===== config.mk =====
export PLATFORM = sky130hd
export DESIGN_NAME = irq_return_and_config_load_decode
export DESIGN_NICKNAME = d
export VERILOG_FILES = /design/src/rtl/irq_ret_pkg.sv /design/src/rtl/irq_return_and_config_load_decode.sv /design/src/rtl/q_phase_gen.sv
export VERILOG_INCLUDE_DIRS = /design/src /design/src/rtl
export SDC_FILE = /design/constraint.sdc
export NUM_CORES = 1
export LEC_CHECK = 0
export BUFFER_PORTS_ARGS = -buffer_cell sky130_fd_sc_hd__buf_4
export CORE_MARGIN = 4
export CORE_UTILIZATION = 45
export DETAILED_ROUTE_END_ITERATION = 16
export PLACE_DENSITY = 0.76
export SETUP_SLACK_MARGIN = 0.1
export SKIP_LAST_GASP = 1
export SLEW_MARGIN = 5
export SYNTH_ARGS = -nofsm -noshare
export SYNTH_HDL_FRONTEND = slang
export SYNTH_HIERARCHICAL = 1
export SYNTH_SLANG_ARGS = --single-unit

===== constraint.sdc =====
create_clock -name CLK_SYS_I -period 2 [get_ports CLK_SYS_I]
set_input_delay 0.1 -clock CLK_SYS_I [delete_from_list [all_inputs] [get_ports CLK_SYS_I]]
set_output_delay 0.1 -clock CLK_SYS_I [all_outputs]
set_load 0.02 [all_outputs]

===== src/rtl/irq_ret_params.svh =====
/*
 * Constants for the return-from-interrupt and configuration-load decoder:
 * opcodes, field positions, reset values and phase timing.
 * Assumes a 20 MHz system clock and a 14-bit instruction word.
 */
`ifndef IRQ_RET_PARAMS_SVH
`define IRQ_RET_PARAMS_SVH

// =========================================================================
// Opcodes
// =========================================================================
`define OPC_RETFI        14'h0009
`define OPC_CFG_LOAD     14'h0062
`define OPC_NOP          14'h0000
// Bits 5 and 6 of the no-operation word are don't-care
`define NOP_CARE_MASK    14'h3f9f

// =========================================================================
// Fields and reset values
// =========================================================================
`define IRQ_EN_BIT       7
`define PC_RST           13'h0000
`define CFG_RST          8'hff
`define IR_RST           14'h0000

// =========================================================================
// Timing
// =========================================================================
`define CLK_MHZ          20
`define PHASE_NS         100
`define PHASE_CYC        ((`PHASE_NS * `CLK_MHZ) / 1000)

`endif


===== src/rtl/irq_ret_pkg.sv =====
/*
 * Types shared by the decoder and its phase generator.
 * Assumes the constants header is included by the design files.
 */
package irq_ret_pkg;

    typedef enum logic [1:0] {
        Q1 = 2'b00,
        Q2 = 2'b01,
        Q3 = 2'b10,
        Q4 = 2'b11
    } q_phase_e;

    typedef struct packed {
        logic is_nop;
        logic is_retfi;
        logic is_cfg_load;
    } decode_s;

endpackage


===== src/rtl/irq_return_and_config_load_decode.sv =====
/*
 * Decode and execute of no-operation, return-from-interrupt and the
 * legacy timer configuration load, with the program counter, the global
 * interrupt enable bit and the timer configuration register.
 * Assumes program memory presents the word at PC_O and holds it through
 * Q1; the stack, status flags and other opcodes live elsewhere.
 */
// Functional notes
// RULE1: Return pops stack, loads PC, flags untouched.
// RULE2: Return sets interrupt enable, control bit 7.
// RULE3: Return: Q3 enable, Q4 pop, then idle cycle.
// RULE4: Config-load copies accumulator into config, one cycle.
// RULE5: Config register also file-readable and file-writable.
// RULE6: No-operation ignores don't-cares, only advances PC.
`timescale 1ns/1ps
`include "irq_ret_params.svh"

module irq_return_and_config_load_decode (
    input  wire logic        CLK_SYS_I,
    input  wire logic        RST_I,
    input  wire logic [13:0] INSTR_I,
    input  wire logic [12:0] STACK_TOP_I,
    input  wire logic [7:0]  W_I,
    input  wire logic        IRQ_EN_CLR_I,
    input  wire logic        CFG_FILE_WE_I,
    input  wire logic [7:0]  CFG_FILE_WDATA_I,
    output logic [12:0]      PC_O,
    output logic             STACK_POP_O,
    output logic [7:0]       INTERRUPT_CONTROL_REG_O,
    output logic [7:0]       CFG_FILE_RDATA_O,
    output logic [1:0]       Q_PHASE_O
);

    // =====================================================================
    // Decode function
    // =====================================================================
    function automatic irq_ret_pkg::decode_s decode_word(input logic [13:0] w);
        irq_ret_pkg::decode_s d;
        // RULE6: don't-care bits masked
        d.is_nop      = ((w & `NOP_CARE_MASK) == `OPC_NOP);
        d.is_retfi    = (w == `OPC_RETFI);
        d.is_cfg_load = (w == `OPC_CFG_LOAD);
        return d;
    endfunction

    irq_ret_pkg::q_phase_e phase;
    logic                  tick;

    q_phase_gen u_phase (
        .clk_i   (CLK_SYS_I),
        .rst_i   (RST_I),
        .phase_o (phase),
        .tick_o  (tick)
    );

    logic [13:0]          ir_ff;
    logic [13:0]          nxt_ir;
    logic [12:0]          pc_ff;
    logic [12:0]          nxt_pc;
    logic                 irq_en_ff;
    logic                 nxt_irq_en;
    logic [7:0]           cfg_ff;
    logic [7:0]           nxt_cfg;
    logic                 flush_ff;
    logic                 nxt_flush;
    logic                 pop_ff;
    logic                 nxt_pop;
    irq_ret_pkg::decode_s dec;
    logic                 exec;
    logic                 q3_tick;
    logic                 q4_tick;

    // =====================================================================
    // Execute
    // =====================================================================
    always_comb begin
        dec        = decode_word(ir_ff);
        // Second cycle of a return executes nothing from the stale word
        exec       = !flush_ff;
        q3_tick    = tick && (phase == irq_ret_pkg::Q3);
        q4_tick    = tick && (phase == irq_ret_pkg::Q4);
        nxt_ir     = ir_ff;
        nxt_pc     = pc_ff;
        nxt_irq_en = irq_en_ff;
        nxt_cfg    = cfg_ff;
        nxt_flush  = flush_ff;
        nxt_pop    = 1'b0;

        if (tick && phase == irq_ret_pkg::Q1) begin
            nxt_ir = INSTR_I;
        end

        // RULE2: set wins over clear
        if (IRQ_EN_CLR_I) begin
            nxt_irq_en = 1'b0;
        end
        // RULE3: enable set in Q3
        if (q3_tick && exec && dec.is_retfi) begin
            nxt_irq_en = 1'b1;
        end

        // RULE5: file write path
        if (CFG_FILE_WE_I) begin
            nxt_cfg = CFG_FILE_WDATA_I;
        end
        // RULE4: accumulator load, wins over a file write in the same cycle
        if (q4_tick && exec && dec.is_cfg_load) begin
            nxt_cfg = W_I;
        end

        if (q4_tick) begin
            nxt_flush = 1'b0;
            // RULE1: pop stack into PC
            if (exec && dec.is_retfi) begin
                nxt_pc    = STACK_TOP_I;
                nxt_pop   = 1'b1;
                nxt_flush = 1'b1;
            end else begin
                // RULE6: plain advance
                nxt_pc = pc_ff + 13'h0001;
            end
        end
    end

    always_ff @(posedge CLK_SYS_I or posedge RST_I) begin
        if (RST_I) begin
            ir_ff     <= `IR_RST;
            pc_ff     <= `PC_RST;
            irq_en_ff <= 1'b0;
            cfg_ff    <= `CFG_RST;
            flush_ff  <= 1'b0;
            pop_ff    <= 1'b0;
        end else begin
            ir_ff     <= nxt_ir;
            pc_ff     <= nxt_pc;
            irq_en_ff <= nxt_irq_en;
            cfg_ff    <= nxt_cfg;
            flush_ff  <= nxt_flush;
            pop_ff    <= nxt_pop;
        end
    end

    always_comb begin
        INTERRUPT_CONTROL_REG_O                 = 8'h00;
        INTERRUPT_CONTROL_REG_O[`IRQ_EN_BIT]    = irq_en_ff;
    end

    assign PC_O             = pc_ff;
    assign STACK_POP_O      = pop_ff;
    assign CFG_FILE_RDATA_O = cfg_ff;
    assign Q_PHASE_O        = phase;

    // =====================================================================
    // Assertions
    // =====================================================================
    localparam int PhaseGap = `PHASE_CYC;
endmodule


===== src/rtl/q_phase_gen.sv =====
/*
 * Four-phase instruction clock generator: a divider makes a one-cycle
 * phase tick, and the phase steps Q1..Q4 on each tick.
 * Assumes one system clock; no other domain.
 */
`timescale 1ns/1ps
`include "irq_ret_params.svh"

module q_phase_gen (
    input  wire logic                 clk_i,
    input  wire logic                 rst_i,
    output irq_ret_pkg::q_phase_e     phase_o,
    output logic                      tick_o
);

    localparam logic [3:0] DivLast = 4'(`PHASE_CYC - 1);

    logic [3:0]            div_ff;
    logic [3:0]            nxt_div;
    irq_ret_pkg::q_phase_e phase_ff;
    irq_ret_pkg::q_phase_e nxt_phase;

    // =====================================================================
    // Divider and phase sequence
    // =====================================================================
    always_comb begin
        tick_o    = (div_ff == DivLast);
        nxt_div   = tick_o ? 4'h0 : div_ff + 4'h1;
        nxt_phase = phase_ff;
        if (tick_o) begin
            case (phase_ff)
                irq_ret_pkg::Q1: nxt_phase = irq_ret_pkg::Q2;
                irq_ret_pkg::Q2: nxt_phase = irq_ret_pkg::Q3;
                irq_ret_pkg::Q3: nxt_phase = irq_ret_pkg::Q4;
                irq_ret_pkg::Q4: nxt_phase = irq_ret_pkg::Q1;
                default:         nxt_phase = irq_ret_pkg::Q1;
            endcase
        end
    end

    always_ff @(posedge clk_i or posedge rst_i) begin
        if (rst_i) begin
            div_ff   <= 4'h0;
            phase_ff <= irq_ret_pkg::Q1;
        end else begin
            div_ff   <= nxt_div;
            phase_ff <= nxt_phase;
        end
    end

    assign phase_o = phase_ff;

endmodule


==> summary.txt <==
Status
  – Outcome: completed

Global route
  – Total GRT Usage: 0.163
  – Met1 Use GR: 0.205
  – Grt total ovfl: 0
  – Most Used Layer, Global Route: met2
  – Vias in the first global route: about 1700
  – Largest net degree at the start of global routing: 39
  – Met3 usage: 0.0282
  – First-pass GRT wire length: 8030 µm
  – Initial antenna violation count: 0
  – Met2 usage: 0.279

Hold path
  – WHS Endpoint: CFG_FILE_RDATA_O[7]
  – Hold Crit Start: W_I[7]
  – Hold depth: 2
  – Hold Path Class: primary input to flop

Synthesis
  – Most common cell in the netlist: dfrtp_1
  – Count of state elements after synthesis: 44
  – Synth warn: 6
  – Top cells by count, synth: dfrtp_1 (36), mux2_2 (30), mux2i_1 (13)
  – Count of flip-flops with a built-in enable after synthesis: 0
  – Seq/Total Area, Yosys: 0.484
  – Post-Synthesis Cell Area: 0.00230 mm²
  – Synth area leader: dfrtp_1
  – Post-Syn Instances: 200
  – Synth top area cells: dfrtp_1 (39%), mux2_2 (15%), dfstp_2 (9.2%), mux2i_1 (5.7%), a2bb2oi_1 (3.8%)
  – Post-synthesis cell type count: 36
  – Asr flop ratio synth: 1.00
  – Mean post-synth cell area: ~11 µm²
  – Most used DFF post-synth: dfrtp_1
  – Synth top area share: 0.392

Floorplanning
  – Row count: 25
  – Core outline area: 0.00482 mm²
  – Num ports: 79
  – Initial Util: 0.477
  – Die Span Y: slightly below 80 µm
  – Chip width: around 79 µm
  – Die Area: 0.00631 mm²

Clock tree
  – Clock Path Buffers: 2
  – Root buffer cell: clkbuf_8
  – CTS Buf Count: 5
  – # clock sinks: 44
  – Htree depth: 2
  – Clock slew at reported path FFs: roughly 80 ps
  – Clk_lat worst skew: 290 ps
  – TritonCTS clock tree: yes

STA
  – Final worst setup slack: ~210 ps
  – F_max: 559 MHz
  – Final setup fails: 0
  – Slew Limit Fails: 0
  – Hold Fails Final Rpt: 0
  – RSZ-0062 raised after global routing: false
  – Fin crit share: 0.894
  – Final setup TNS: 0 ps
  – Crit path time final: around 1800 ps
  – Final Skew: 6.67 ps

Route
  – Total wire length: 5020 µm
  – Vias: 1776
  – DRC Markers: 0
  – Detailed Routing Iterations Pass 1: 4
  – DRT antenna net count: 0
  – Initial DRC count: 85
  – WL/cell: 14.6 µm
  – DR vias/cell: 5.18

Setup path
  – Reg2Reg Capture Point: ir_ff[4]
  – Reg2reg start: u_phase/div_ff[1]
  – Nature of the critical path endpoint: flop
  – Crit Path Class: flop to flop
  – CP Launch Type: flop
  – Critical Path AT: 1970 ps
  – R2R setup slack: ~210 ps
  – Worst-case reg-to-reg path depth: 5
  – WP data required: 2180 ps
  – Crit Path Max Fanout: 14

Final layout
  – Layout cells sized above 1: 0.478
  – Diode count: 0
  – Nets: approximately 330
  – Sequential cell area: 0.00111 mm²
  – Multi-input combinational cell area: 0.00108 mm²
  – Final instance area: between 0.003 and 0.004 mm²
  – Cell Count, Final, Fillers Out: 343
  – Fillers: ~410
  – P&R area growth vs syn: 32.1%

Power
  – PwrDens: 567 mW/mm²
  – Worst vdd ir: 0.480 mV
  – Leakage: around 1.5 nW
  – Total power: between 0.0015 and 0.002 W

Place
  – Placed Area: slightly below 0.003 mm²
  – Routability cong.: 0.807
  – DP Cell Count: 332
  – Port buffer count: between 70 and 80
  – Pre-CTS setup slack: ~190 ps
  – Placed wire-length estimate: 3580 µm

Job
  – Max_cap viols: 0
-- worst max-delay path: stages, from the launching register on --
cell	delay, ps
dfrtp_2	450
nor4b_4	290
buf_4	190
nor3b_2	230
buf_12	180
mux2_2	340
-- layout by cell type, fill, tap and decap left out, types with 2 or more instances in the layout --
cell | Yosys | layout
a21oi_1 | 11 | 11
a2bb2oi_1 | 10 | 10
and2_1 | 2 | 2
and3_1 | 4 | 4
and4_1 | 2 | 2
buf_4 | 8 | 77
clkbuf_8 | 0 | 6
clkinv_2 | 0 | 2
conb_1 | 1 | 7
dfrtp_1 | 36 | 34
dfrtp_2 | 0 | 2
dfstp_2 | 8 | 8
dlygate4sd3_1 | 0 | 2
ha_1 | 3 | 3
inv_1 | 8 | 8
mux2_2 | 30 | 30
mux2i_1 | 13 | 13
nand2_1 | 11 | 11
nand3_1 | 12 | 12
nand4_1 | 7 | 7
nor2_1 | 3 | 3
o21ai_0 | 2 | 2
xnor2_1 | 2 | 2
-- worst max path at each step --
stage / slack, ps / from / to
after global placement: 220 / u_phase/div_ff[1] / CFG_FILE_RDATA_O[7]
after global routing: 90 / u_phase/div_ff[1] / CFG_FILE_RDATA_O[1]
after floorplan: 30 / u_phase/div_ff[1] / CFG_FILE_RDATA_O[0]
final: 210 / u_phase/div_ff[1] / ir_ff[4]
after CTS: 160 / u_phase/div_ff[1] / CFG_FILE_RDATA_O[4]
after detailed placement: 190 / u_phase/div_ff[1] / CFG_FILE_RDATA_O[4]
-- stage by stage --
step / util / hold WS (ps)
after CTS: 0.625 / 26.1
after global routing: 0.630 / 26.1
final: 0.630 / 35.0
after floorplan: - / -109
after detailed placement: 0.602 / 42.6
after global placement: 0.602 / 42.5
-- cell families (layout without fill, tap and decap cells) --
group / Yosys count / after routing / share of synthesized area
muxes: 44 / 44 / 0.210
other: 1 / 7 / 0.00163
and+or+nand+nor: 51 / 51 / 0.138
xor gates and xnor gates: 2 / 2 / 0.00763
adders and majority gates: 3 / 3 / 0.0164
DFF: 44 / 44 / 0.484
AOI/OAI and AO/OA: 28 / 28 / 0.0828
buffers and inverters: 27 / 97 / 0.0589
-- report_power, final --
group          switching (W)  internal, W  total (W)
Clock               0.000289     0.000276   0.000565
Sequential         0.0000193     0.000932   0.000951
Combinational      0.0000841     0.000120   0.000204
Total               0.000392      0.00133    0.00172
-- layer usage --
| metal | vias up | part of all wire |
|---|---|---|
| met3 | 6 | 0.048 |
| met1 | 856 | 0.42 |
| li1 | 864 | - |
| met2 | 50 | 0.51 |
| met5 | - | 0 |
| met4 | 0 | 0.018 |
-- sequential cells by signal, indices dropped and copies added, names as in the netlist --
name,cells
CFG_FILE_RDATA_O,8
flush_ff,1
PC_O,13
u_phase/phase_o,2
STACK_POP_O,1
u_phase/div_ff,4
irq_en_ff,1
ir_ff,14
-- cell type report --
class | instances | share of cell area
clock buffers | 6 | 0.0272
flip-flops and latches | 44 | 0.367
inverters | 8 | 0.00990
repair buffers | 81 | 0.208
well taps | 67 | 0.0276
clock inverters | 2 | 0.00330
multi-input cells | 135 | 0.357
-- what timing repair did --
action / in CTS / in global routing
endpoints found under the hold margin: 37 / 0
setup endpoints to repair: 0 / 16
resized for setup: 0 / 4
hold buffers: 2 / 0
setup buffers: 0 / 1
Power figures use the tool's default switching activity.
